### config.mk
export PLATFORM = sky130hd
export DESIGN_NAME = dtg_guard
export DESIGN_NICKNAME = d
export VERILOG_FILES = /design/src/core/dtg_pkg.sv /design/src/core/dtg_guard.sv /design/src/core/dtg_down_counter.sv
export VERILOG_INCLUDE_DIRS = /design/src /design/src/core
export SDC_FILE = /design/constraint.sdc
export NUM_CORES = 1
export LEC_CHECK = 0
export BUFFER_PORTS_ARGS = -buffer_cell sky130_fd_sc_hd__buf_2
export CAP_MARGIN = 20
export CELL_PAD_IN_SITES_DETAIL_PLACEMENT = 1
export CELL_PAD_IN_SITES_GLOBAL_PLACEMENT = 1
export CORE_MARGIN = 10
export CORE_UTILIZATION = 46
export DETAILED_ROUTE_END_ITERATION = 8
export HOLD_SLACK_MARGIN = 0.05
export PLACE_DENSITY = 0.77
export SYNTH_ARGS = -nofsm -noshare
export SYNTH_HDL_FRONTEND = slang
export SYNTH_SLANG_ARGS = --single-unit
### constraint.sdc
create_clock -name CLK -period 3.6 [get_ports CLK]
set_input_delay 0.54 -clock CLK [delete_from_list [all_inputs] [get_ports CLK]]
set_output_delay 0.54 -clock CLK [all_outputs]
set_load 0.02 [all_outputs]
### src/core/dtg_defines.svh
`ifndef DTG_DEFINES_SVH
`define DTG_DEFINES_SVH
// clock of this block, picoseconds per cycle
`define DTG_CLK_PS            4000
// rounding of a minimum time in ps up to cycles, never below the cycle floor
`define DTG_CYC(ps, nck)      (((((ps) + `DTG_CLK_PS - 1) / `DTG_CLK_PS) > (nck)) ? \
                               (((ps) + `DTG_CLK_PS - 1) / `DTG_CLK_PS) : (nck))
// times as printed, in picoseconds, with their cycle floors
`define DTG_CCD_L_PS          5000
`define DTG_CCD_L_NCK         5
`define DTG_CCD_S_NCK         4
`define DTG_RRD_S_PS          5300
`define DTG_RRD_L_PS          6400
`define DTG_RRD_NCK           4
`define DTG_FAW_PS            30000
`define DTG_FAW_NCK           28
`define DTG_WTR_S_PS          2500
`define DTG_WTR_S_NCK         2
`define DTG_WTR_L_PS          7500
`define DTG_WTR_L_NCK         4
`define DTG_CRCDM_PS          3750
`define DTG_CRCDM_NCK         5
`define DTG_RTP_PS            7500
`define DTG_RTP_NCK           4
`define DTG_WR_PS             15000
`define DTG_RP_PS             14160
`define DTG_MRD_NCK           8
`define DTG_MOD_PS            15000
`define DTG_MOD_NCK           24
`define DTG_CAL_NCK           5
`define DTG_ZQINIT_NCK        1024
`define DTG_ZQOPER_NCK        512
`define DTG_ZQCS_NCK          128
`define DTG_RFC_PS            260000
`define DTG_RFC4_PS           110000
`define DTG_XS_ADD_PS         10000
`define DTG_XPR_NCK           5
`define DTG_DLLK_NCK          768
`define DTG_CKE_PS            5000
`define DTG_CKE_NCK           3
`define DTG_CPDED_NCK         4
`define DTG_REFI_PS           7800000
`define DTG_REFI_HOT_PS       3900000
`endif

### src/core/dtg_pkg.sv
package dtg_pkg;
  typedef enum logic [3:0] {
    DTG_NOP  = 4'h0,
    DTG_ACT  = 4'h1,
    DTG_RD   = 4'h2,
    DTG_WR   = 4'h3,
    DTG_WRA  = 4'h4,
    DTG_PRE  = 4'h5,
    DTG_REF  = 4'h6,
    DTG_MRS  = 4'h7,
    DTG_ZQL  = 4'h8,
    DTG_ZQS  = 4'h9,
    DTG_SRE  = 4'ha,
    DTG_SRX  = 4'hb,
    DTG_MPSM = 4'hc
  } dtg_cmd_t;
  typedef enum logic [1:0] {
    DTG_ST_INIT = 2'b00,
    DTG_ST_RUN  = 2'b01,
    DTG_ST_SR   = 2'b10,
    DTG_ST_MPS  = 2'b11
  } dtg_state_t;
endpackage : dtg_pkg

### src/core/dtg_guard.sv
`timescale 1ns/1ns
`include "dtg_defines.svh"
module dtg_guard
  import dtg_pkg::*;
#(
  parameter int NGROUP  = 2,
  parameter int NBANK   = 4,
  parameter int REFI    = (`DTG_REFI_PS + `DTG_CLK_PS - 1) / `DTG_CLK_PS,
  parameter int REFI_HT = (`DTG_REFI_HOT_PS + `DTG_CLK_PS - 1) / `DTG_CLK_PS,
  parameter int TW      = 12
) (
  // clock and reset
  input  wire logic       CLK,
  input  wire logic       RSTN,
  // command request from the scheduler
  input  wire logic       REQ_VALID,
  input  dtg_pkg::dtg_cmd_t REQ_CMD,
  input  wire logic [0:0] REQ_BG,
  input  wire logic [1:0] REQ_BA,
  input  wire logic       REQ_ABORT,
  output logic            REQ_READY,
  // mode settings
  input  wire logic       CRC_DM_EN,
  input  wire logic       CAL_EN,
  input  wire logic       HOT,
  // command bus to the memory
  output logic            CS_N,
  output logic            CKE,
  output logic            CK_EN,
  output dtg_pkg::dtg_cmd_t MEM_CMD,
  output logic [0:0]      MEM_BG,
  output logic [1:0]      MEM_BA,
  output logic            REF_DUE
);
  import dtg_pkg::*;
  localparam int NB = NGROUP * NBANK;

  initial begin
    if (NGROUP != 2 || NBANK != 4) $error("dtg_guard: only 2 groups of 4 banks served");
    if (REFI >= (1 << TW) * 2 || REFI_HT < 2) $error("dtg_guard: refresh interval unfit");
  end

  // cycle counts
  localparam logic [TW-1:0] C_CCDL = TW'(`DTG_CYC(`DTG_CCD_L_PS, `DTG_CCD_L_NCK));
  localparam logic [TW-1:0] C_CCDS = TW'(`DTG_CCD_S_NCK);
  localparam logic [TW-1:0] C_RRDS = TW'(`DTG_CYC(`DTG_RRD_S_PS, `DTG_RRD_NCK));
  localparam logic [TW-1:0] C_RRDL = TW'(`DTG_CYC(`DTG_RRD_L_PS, `DTG_RRD_NCK));
  localparam logic [TW-1:0] C_FAW  = TW'(`DTG_CYC(`DTG_FAW_PS, `DTG_FAW_NCK));
  localparam logic [TW-1:0] C_CRC  = TW'(`DTG_CYC(`DTG_CRCDM_PS, `DTG_CRCDM_NCK));
  localparam logic [TW-1:0] C_WTRS = TW'(`DTG_CYC(`DTG_WTR_S_PS, `DTG_WTR_S_NCK));
  localparam logic [TW-1:0] C_WTRL = TW'(`DTG_CYC(`DTG_WTR_L_PS, `DTG_WTR_L_NCK));
  localparam logic [TW-1:0] C_RTP  = TW'(`DTG_CYC(`DTG_RTP_PS, `DTG_RTP_NCK));
  localparam logic [TW-1:0] C_WR   = TW'(`DTG_CYC(`DTG_WR_PS, 1));
  localparam logic [TW-1:0] C_RP   = TW'(`DTG_CYC(`DTG_RP_PS, 1));
  localparam logic [TW-1:0] C_MRD  = TW'(`DTG_MRD_NCK);
  localparam logic [TW-1:0] C_MOD  = TW'(`DTG_CYC(`DTG_MOD_PS, `DTG_MOD_NCK));
  localparam logic [TW-1:0] C_ZQI  = TW'(`DTG_ZQINIT_NCK);
  localparam logic [TW-1:0] C_ZQL  = TW'(`DTG_ZQOPER_NCK);
  localparam logic [TW-1:0] C_ZQS  = TW'(`DTG_ZQCS_NCK);
  localparam logic [TW-1:0] C_XPR  =
    TW'(`DTG_CYC(`DTG_RFC_PS + `DTG_XS_ADD_PS, `DTG_XPR_NCK));
  localparam logic [TW-1:0] C_XS   = TW'(`DTG_CYC(`DTG_RFC_PS + `DTG_XS_ADD_PS, 1));
  localparam logic [TW-1:0] C_XSAB = TW'(`DTG_CYC(`DTG_RFC4_PS + `DTG_XS_ADD_PS, 1));
  localparam logic [TW-1:0] C_DLLK = TW'(`DTG_DLLK_NCK);
  localparam logic [TW-1:0] C_CKSR = TW'(`DTG_CYC(`DTG_CKE_PS, `DTG_CKE_NCK) + 1);
  localparam logic [TW-1:0] C_MPED = C_MOD + TW'(`DTG_CPDED_NCK);
  localparam logic [TW-1:0] C_CALL = TW'(`DTG_CAL_NCK);

  // decode of the offered command
  wire is_col  = REQ_CMD inside {DTG_RD, DTG_WR, DTG_WRA};
  wire is_rd   = REQ_CMD == DTG_RD;
  wire is_wr   = REQ_CMD inside {DTG_WR, DTG_WRA};
  wire is_act  = REQ_CMD == DTG_ACT;
  wire is_pre  = REQ_CMD == DTG_PRE;
  wire is_mrs  = REQ_CMD == DTG_MRS;
  wire is_zq   = REQ_CMD inside {DTG_ZQL, DTG_ZQS};
  wire is_dll  = is_col;
  wire [2:0] bidx = {REQ_BG, REQ_BA};

  dtg_state_t state_ff, nxt_state;
  logic [2:0] actcnt_ff;
  logic [TW-1:0] faw_ff [4];
  logic [TW:0]   refi_ff;
  logic [2:0]    cal_ff;
  logic          pend_ff;
  dtg_cmd_t      pcmd_ff;
  logic [0:0]    pbg_ff;
  logic [1:0]    pba_ff;

  // timers: index 0..1 same-group column, 2..3 same-group act, 4..5 write-to-read
  // same group, then device wide entries, then per bank read/write-to-precharge
  localparam int T_CCS = 6, T_RRS = 7, T_WTS = 8, T_MRD = 9, T_MOD = 10;
  localparam int T_ALL = 11, T_DLL = 12, T_CKL = 13, T_BK = 14, NT = T_BK + NB;
  logic [NT-1:0]  busy;
  logic [NT-1:0]  load;
  logic [TW-1:0]  val [NT];

  wire take = REQ_VALID && REQ_READY;
  wire [TW-1:0] crc_add = CRC_DM_EN ? C_CRC : '0;

  // blocking checks, group local and device wide
  wire blk_col = is_col && (busy[REQ_BG] || busy[T_CCS]);
  wire blk_act = is_act && (busy[2 + REQ_BG] || busy[T_RRS] || actcnt_ff == 3'd4);
  // a bank closing by auto-precharge may not be opened again early
  wire blk_bnk = is_act && busy[T_BK + bidx];
  wire blk_rd  = is_rd && (busy[4 + REQ_BG] || busy[T_WTS]);
  wire blk_pre = is_pre && busy[T_BK + bidx];
  wire blk_mrs = is_mrs && busy[T_MRD];
  wire blk_mod = !is_mrs && busy[T_MOD];
  wire blk_dll = is_dll && busy[T_DLL];
  wire blk_srx = REQ_CMD == DTG_SRX && busy[T_CKL];
  wire blk_st  = (state_ff == DTG_ST_SR) ? REQ_CMD != DTG_SRX :
                 (state_ff == DTG_ST_MPS) || (state_ff == DTG_ST_INIT);
  wire blocked = busy[T_ALL] || blk_col || blk_act || blk_bnk || blk_rd || blk_pre || blk_mrs ||
                 blk_mod || blk_dll || blk_srx || blk_st || pend_ff;

  genvar g;
  generate
    for (g = 0; g < NT; g++) begin : g_tmr
      dtg_down_counter #(.W(TW)) u_tmr (
        .clk   (CLK),
        .rstn  (RSTN),
        .load  (load[g]),
        .value (val[g]),
        .busy  (busy[g])
      );
    end
  endgenerate

  // timer loads for each accepted command but precharge and refresh, and for the init waits
  always_comb begin
    load = '0;
    for (int i = 0; i < NT; i++) val[i] = '0;
    if (take && is_col) begin
      load[REQ_BG] = 1'b1;
      val[REQ_BG] = C_CCDL;
      load[T_CCS] = 1'b1;
      val[T_CCS] = C_CCDS;
    end
    if (take && is_act) begin
      load[2 + REQ_BG] = 1'b1;
      val[2 + REQ_BG] = C_RRDL;
      load[T_RRS] = 1'b1;
      val[T_RRS] = C_RRDS;
    end
    if (take && is_wr) begin
      load[4 + REQ_BG] = 1'b1;
      val[4 + REQ_BG] = C_WTRL + crc_add;
      load[T_WTS] = 1'b1;
      val[T_WTS] = C_WTRS + crc_add;
      load[T_BK + bidx] = 1'b1;
      val[T_BK + bidx] = (REQ_CMD == DTG_WRA) ? C_WR + crc_add + C_RP
                                              : C_WR + crc_add;
    end
    if (take && is_rd) begin
      load[T_BK + bidx] = 1'b1;
      val[T_BK + bidx] = C_RTP;
    end
    if (take && is_mrs) begin
      load[T_MRD] = 1'b1;
      val[T_MRD] = C_MRD;
      load[T_MOD] = 1'b1;
      val[T_MOD] = C_MOD;
    end
    if (state_ff == DTG_ST_INIT && cal_ff == 3'd0) begin
      load[T_ALL] = 1'b1;
      val[T_ALL] = C_XPR;
    end
    // initial calibration starts only once the reset exit wait is over
    if (state_ff == DTG_ST_INIT && cal_ff == 3'd1 && !busy[T_ALL]) begin
      load[T_ALL] = 1'b1;
      val[T_ALL] = C_ZQI;
    end
    if (take && is_zq) begin
      load[T_ALL] = 1'b1;
      val[T_ALL] = (REQ_CMD == DTG_ZQL) ? C_ZQL : C_ZQS;
    end
    if (take && REQ_CMD == DTG_SRX) begin
      load[T_ALL] = 1'b1;
      val[T_ALL] = REQ_ABORT ? C_XSAB : C_XS;
      load[T_DLL] = 1'b1;
      val[T_DLL] = C_DLLK;
    end
    if (take && REQ_CMD == DTG_SRE) begin
      load[T_CKL] = 1'b1;
      val[T_CKL] = C_CKSR;
    end
    if (take && REQ_CMD == DTG_MPSM) begin
      load[T_CKL] = 1'b1;
      // the clock gate is registered, so it lands one edge after the timer ends
      val[T_CKL] = C_MPED + TW'(1);
    end
  end

  // state walk: init holds off until reset exit and initial calibration are done
  always_comb begin
    nxt_state = state_ff;
    unique case (state_ff)
      DTG_ST_INIT: if (cal_ff == 3'd2 && !busy[T_ALL]) nxt_state = DTG_ST_RUN;
      DTG_ST_RUN: begin
        if (take && REQ_CMD == DTG_SRE)  nxt_state = DTG_ST_SR;
        if (take && REQ_CMD == DTG_MPSM) nxt_state = DTG_ST_MPS;
      end
      DTG_ST_SR:  if (take) nxt_state = DTG_ST_RUN;
      DTG_ST_MPS: nxt_state = DTG_ST_MPS;
    endcase
  end

  // four-activate window: one slot per activate in flight
  logic [3:0] faw_exp;
  logic [3:0] faw_free;
  logic [3:0] faw_pick;
  // only the lowest free slot takes a new activate
  always_comb begin
    faw_pick = '0;
    for (int i = 0; i < 4; i++) begin
      faw_exp[i]  = (faw_ff[i] == TW'(1));
      faw_free[i] = (faw_ff[i] == '0) || faw_exp[i];
      if (faw_free[i] && faw_pick == '0) faw_pick[i] = 1'b1;
    end
  end
  wire [2:0] nxt_actcnt = actcnt_ff + 3'(take && is_act)
                          - 3'(faw_exp[0]) - 3'(faw_exp[1]) - 3'(faw_exp[2]) - 3'(faw_exp[3]);

  always_ff @(posedge CLK or negedge RSTN) begin
    if (!RSTN) begin
      state_ff  <= DTG_ST_INIT;
      actcnt_ff <= 3'd0;
      cal_ff    <= 3'd0;
      for (int i = 0; i < 4; i++) faw_ff[i] <= '0;
    end else begin
      state_ff  <= nxt_state;
      actcnt_ff <= nxt_actcnt;
      if (state_ff == DTG_ST_INIT && cal_ff < 3'd2 && (cal_ff == 3'd0 || !busy[T_ALL]))
        cal_ff <= cal_ff + 3'd1;
      for (int i = 0; i < 4; i++) begin
        if (faw_ff[i] != '0) faw_ff[i] <= faw_ff[i] - 1'b1;
      end
      for (int i = 0; i < 4; i++) begin
        if (take && is_act && faw_pick[i]) faw_ff[i] <= C_FAW - TW'(2);
      end
    end
  end

  // refresh interval, hot case halves it
  wire [TW:0] refi_lim = HOT ? (TW+1)'(REFI_HT) : (TW+1)'(REFI);
  always_ff @(posedge CLK or negedge RSTN) begin
    if (!RSTN) begin
      refi_ff <= '0;
      REF_DUE <= 1'b0;
    end else begin
      // free running, so scheduler latency never stretches the average interval
      refi_ff <= (refi_ff >= refi_lim - 1'b1) ? '0 : refi_ff + 1'b1;
      if (refi_ff >= refi_lim - 1'b1) REF_DUE <= 1'b1;
      else if (take && REQ_CMD == DTG_REF) REF_DUE <= 1'b0;
    end
  end

  // select latency: chip select leads the command by a fixed gap
  logic [TW-1:0] lat_ff;
  wire issue_now = pend_ff && (lat_ff == TW'(1));
  always_ff @(posedge CLK or negedge RSTN) begin
    if (!RSTN) begin
      pend_ff   <= 1'b0;
      lat_ff    <= '0;
      pcmd_ff   <= DTG_NOP;
      pbg_ff    <= '0;
      pba_ff    <= '0;
      REQ_READY <= 1'b0;
      CS_N      <= 1'b1;
      CKE       <= 1'b0;
      CK_EN     <= 1'b1;
      MEM_CMD   <= DTG_NOP;
      MEM_BG    <= '0;
      MEM_BA    <= '0;
    end else begin
      REQ_READY <= !blocked && !take && !(CAL_EN && take);
      CS_N      <= 1'b1;
      MEM_CMD   <= DTG_NOP;
      CKE       <= (state_ff == DTG_ST_SR || state_ff == DTG_ST_MPS) ? 1'b0 : 1'b1;
      // power save keeps the clock only while the mode update plus path-disable wait runs
      CK_EN     <= !(state_ff == DTG_ST_MPS && !busy[T_CKL]);
      if (take && CAL_EN) begin
        pend_ff <= 1'b1;
        lat_ff  <= C_CALL;
        pcmd_ff <= REQ_CMD;
        pbg_ff  <= REQ_BG;
        pba_ff  <= REQ_BA;
        CS_N    <= 1'b0;
      end else if (take) begin
        CS_N    <= 1'b0;
        MEM_CMD <= REQ_CMD;
        MEM_BG  <= REQ_BG;
        MEM_BA  <= REQ_BA;
      end
      if (pend_ff) begin
        lat_ff <= lat_ff - 1'b1;
        if (issue_now) begin
          pend_ff <= 1'b0;
          MEM_CMD <= pcmd_ff;
          MEM_BG  <= pbg_ff;
          MEM_BA  <= pba_ff;
        end
      end
    end
  end
endmodule : dtg_guard

### src/core/dtg_down_counter.sv
`timescale 1ns/1ns
// one gap timer: loads on a start pulse, never shortens a pending wait
module dtg_down_counter #(
  parameter int W = 11
) (
  input  wire logic         clk,
  input  wire logic         rstn,
  input  wire logic         load,
  input  wire logic [W-1:0] value,
  output logic              busy
);
  logic [W-1:0] cnt_ff;
  logic [W-1:0] nxt_cnt;
  wire          dec = (cnt_ff != '0);

  always_comb begin
    nxt_cnt = dec ? cnt_ff - 1'b1 : cnt_ff;
    // a load counts its own cycle and the registered ready costs one more,
    // so value-2 further cycles put the next take exactly value cycles later
    if (load && (value - W'(2)) > nxt_cnt) begin
      nxt_cnt = value - W'(2);
    end
  end

  always_ff @(posedge clk or negedge rstn) begin
    if (!rstn) cnt_ff <= '0;
    else       cnt_ff <= nxt_cnt;
  end

  assign busy = dec;
endmodule : dtg_down_counter

==> flow_summary.json <==
{
  "intPower_mw": 7.12,
  "tns_ns": -16.74,
  "r2r_slack_ns": -0.32,
  "post-synth-top-count-cell": "dfrtp_1",
  "place_ws_ns": -0.981,
  "vias_per_cell": 5.92,
  "outcome": "complete, but fails checks",
  "place_inst": 3958,
  "crit_required_ns": 4.08,
  "io-pin-count": 26,
  "antenna_found_initial": 5,
  "post-route-util_pct": 60.4,
  "multi_input_area_sq_mm": 0.0191,
  "die_w_microns": 261,
  "p_seq_share_pct": 44.4,
  "worstSetupEndpointType": "flop",
  "numPortBuffers": 25,
  "p_switching_mw": 2.13,
  "power_frac_clock_pct": 52.8,
  "async_reset_ff_share_pct": 100,
  "crit_fanout": 8,
  "clock_latency_ns": 0.61,
  "cts_tree": "built",
  "cts_root_buffer": "clkbuf_16",
  "synth_top_area_cell": "dfrtp_1",
  "setup-violations-final": 107,
  "timing.slew.headroom_pct": 40.4,
  "grt_pass1_wl_microns": 132000,
  "clockBufferDepth": 3,
  "synth_area_sq_mm": 0.0268,
  "synth_ff_type": "dfrtp_1",
  "fin_ws_ns": -0.349,
  "powerDensity_mw_per_mm2": 265,
  "worstMarginPinSlew_ns": 0.885,
  "drv_slew": 0,
  "place.gp.congestion": 0.859,
  "drive_above_1_share_pct": 26.6,
  "r2r-end": "g_tmr[16].u_tmr.cnt_ff[3]$_DFF_PN0_",
  "finalHoldViolCount": 0,
  "instances_no_fill": 4141,
  "dp_hpwl_microns": 59300,
  "ys_ff_latch": 365,
  "syn_area_per_cell_sq_um": 9.08,
  "clkSlewWorstSetupHoldPaths_ns": 0.06,
  "holdPathEnd": "g_tmr[11].u_tmr.cnt_ff[1]$_DFF_PN0_",
  "fin_skew_ns": 0.0283,
  "fin_nets": 3694,
  "ys_seq_area_share_pct": 34.1,
  "switching_share_pct": 23.0,
  "synth_edf_count": 0,
  "seqCellArea_sq_mm": 0.00914,
  "violations": "setup timing",
  "vias": 24500,
  "hold_class": "input pin to flop",
  "drt_iter0_drc": 1263,
  "rows": 88,
  "holdCritStartpoint": "REQ_ABORT",
  "cts_buffers": 47,
  "gr-total-overflow": 0,
  "ir_drop_uv": 346,
  "start_kind": "input pin",
  "crit_type": "input pin to flop",
  "min_period_ns": 3.95,
  "p_leak_nw": 14.9,
  "fillers": 6349,
  "power_frac_comb_pct": 2.8,
  "synth_top_area_share_pct": 33.9,
  "wire_per_inst_microns": 22.3,
  "core_area_sq_mm": 0.0577,
  "ys_warn_count": 0,
  "grt_start_max_net_pins": 88,
  "first_global_vias": 26200,
  "drc": 0,
  "synthToLayoutAreaGrowth_pct": 30.3,
  "die_y_microns": 261,
  "fmax_mhz": 253,
  "start_util_pct": 46.4,
  "worstReg2RegStart": "g_tmr[16].u_tmr.cnt_ff[3]$_DFF_PN0_",
  "dieArea_sq_mm": 0.0682,
  "track_usage_pct": 23.3,
  "final.period_utilization_pct": 110,
  "syn_nets": 3296,
  "wl_microns": 92500,
  "numClockSinks": 365,
  "synth_common_cells": "363 x dfrtp_1, 333 x ha_1, 287 x nor2_1",
  "whs_ns": 0.359,
  "cts_htree_levels": 2,
  "synth_area_leaders": "dfrtp_1 34%, ha_1 16%, mux2i_1 6.3%",
  "crit_arrival_ns": 4.43,
  "r2r_cells": 14,
  "maxCapViolations": 0,
  "yosysUniqueCellTypes": 90,
  "holdPathStages": 4,
  "drt_pass1_iterations": 5,
  "syn_inst": 2946,
  "ant_nets": 0,
  "rsz0062_at_grt": "yes"
}
-- cells in the final DEF (no fill, tap or decap), drive strengths merged, types with 7 or more instances in the layout --
master / Yosys / routed
o31ai: 8 / 8
dfrtp: 363 / 363
nand2b: 29 / 29
nor4b: 12 / 12
nor3b: 18 / 18
ha: 333 / 333
clkinvlp: 0 / 7
inv: 174 / 175
a21boi: 7 / 7
a21oi: 147 / 147
mux2: 22 / 22
clkbuf: 33 / 69
nor2: 288 / 288
nand2: 278 / 278
o21a: 13 / 13
o21ai: 99 / 99
a21o: 33 / 33
a31oi: 13 / 13
nor2b: 29 / 29
xnor2: 117 / 117
or2: 26 / 26
nand4: 55 / 55
xor2: 114 / 114
o211ai: 10 / 10
mux2i: 169 / 169
or3: 40 / 40
and2: 15 / 15
buf: 29 / 407
a211oi: 16 / 16
or4: 25 / 25
nand3b: 14 / 14
nor4: 68 / 68
nor3: 121 / 121
and4: 9 / 9
and3: 19 / 19
nand3: 111 / 111
-- sequential cells by signal (all words and copies together) (netlist names) --
signal	flops
lat_ff	12
state_ff	2
faw_ff	48
g_tmr.u_tmr.cnt_ff	264
MEM_CMD	4
cal_ff	3
MEM_BA	2
REF_DUE	1
pend_ff	1
pba_ff	2
refi_ff	13
MEM_BG	1
CKE	1
actcnt_ff	3
CK_EN	1
REQ_READY	1
pbg_ff	1
CS_N	1
pcmd_ff	4
-- final cells by class --
type | count | area share (%)
repair buffers | 411 | 9.79
clock inverters | 13 | 0.560
flip-flops and latches | 365 | 26.2
well taps | 765 | 2.74
clock buffers | 66 | 3.95
diodes | 2 | 0.0144
inverters | 176 | 1.95
multi-input cells | 2343 | 54.8
-- worst max-delay path by stage --
stage	cells after the start	startpoint	to
floorplan	17	REQ_CMD[3]	g_tmr[10].u_tmr.cnt_ff[0]$_DFF_PN0_
global placement	16	REQ_CMD[3]	g_tmr[16].u_tmr.cnt_ff[11]$_DFF_PN0_
detailed placement	18	REQ_CMD[3]	g_tmr[20].u_tmr.cnt_ff[9]$_DFF_PN0_
CTS	17	REQ_CMD[3]	g_tmr[10].u_tmr.cnt_ff[8]$_DFF_PN0_
global route	14	g_tmr[16].u_tmr.cnt_ff[3]$_DFF_PN0_	g_tmr[16].u_tmr.cnt_ff[3]$_DFF_PN0_
finish	18	REQ_CMD[3]	g_tmr[16].u_tmr.cnt_ff[3]$_DFF_PN0_
-- power by group through the flow --
stage	Sequential (mW)	Combinational (mW)	Clock [mW]
global placement	4.18	0.234	0
finish	4.11	0.258	4.88
global route	4.11	0.284	5.15
detailed placement	4.18	0.244	0
CTS	4.11	0.250	4.93
floorplan	4.18	0.0699	0
-- critical path: stages --
cell,delay (ns)
buf_12,0.11
or4b_4,0.53
ha_4,0.24
a2111oi_4,0.23
or2_4,0.24
buf_6,0.13
buf_8,0.12
nand2_2,0.07
ha_4,0.22
ha_1,0.31
nand4_1,0.19
buf_4,0.21
nor3_4,0.17
nor4_2,0.06
a22oi_1,0.26
o2111ai_2,0.29
buf_6,0.23
mux2i_1,0.27
-- routing by layer --
layer | track usage (%) | vias to the layer above | part of all wire [%]
met5 | 0 | - | 0.028
met4 | 7.99 | 4 | 3.9
met3 | 3.30 | 267 | 3.7
met2 | 42.9 | 532 | 52
met1 | 27.3 | 12500 | 40
li1 | - | 11300 | -
-- logic make-up (layout without fill, tap and decap cells) --
logic type / after synthesis / in the layout / share of synthesized area (%)
other: 1 / 3 / 0.0140
AO/OA/AOI/OAI: 410 / 410 / 9.67
AND/OR/NAND/NOR: 1173 / 1173 / 21.9
flip-flops: 365 / 365 / 34.1
multiplexers: 192 / 192 / 7.33
XOR/XNOR: 231 / 231 / 7.56
adder cells (fa/ha/maj): 336 / 336 / 15.8
buffers and inverters: 238 / 666 / 3.58
-- through the flow --
step                power (mW)  area [sq um]
floorplan                 4.25         27400
global placement          4.42         30300
detailed placement        4.43         30300
CTS                       9.29         32600
global route              9.55         34900
finish                    9.26         34900
-- repair_timing --
action,4_1_cts,5_1_grt
pin swaps,36,114
endpoints found under the setup margin,186,254
endpoints found under the hold margin,78,0
cloned,1,4
buffers inserted,24,77
hold buffers,1,0
gates resized for setup,95,319
Note: power is estimated with default switching activity, not from simulation.
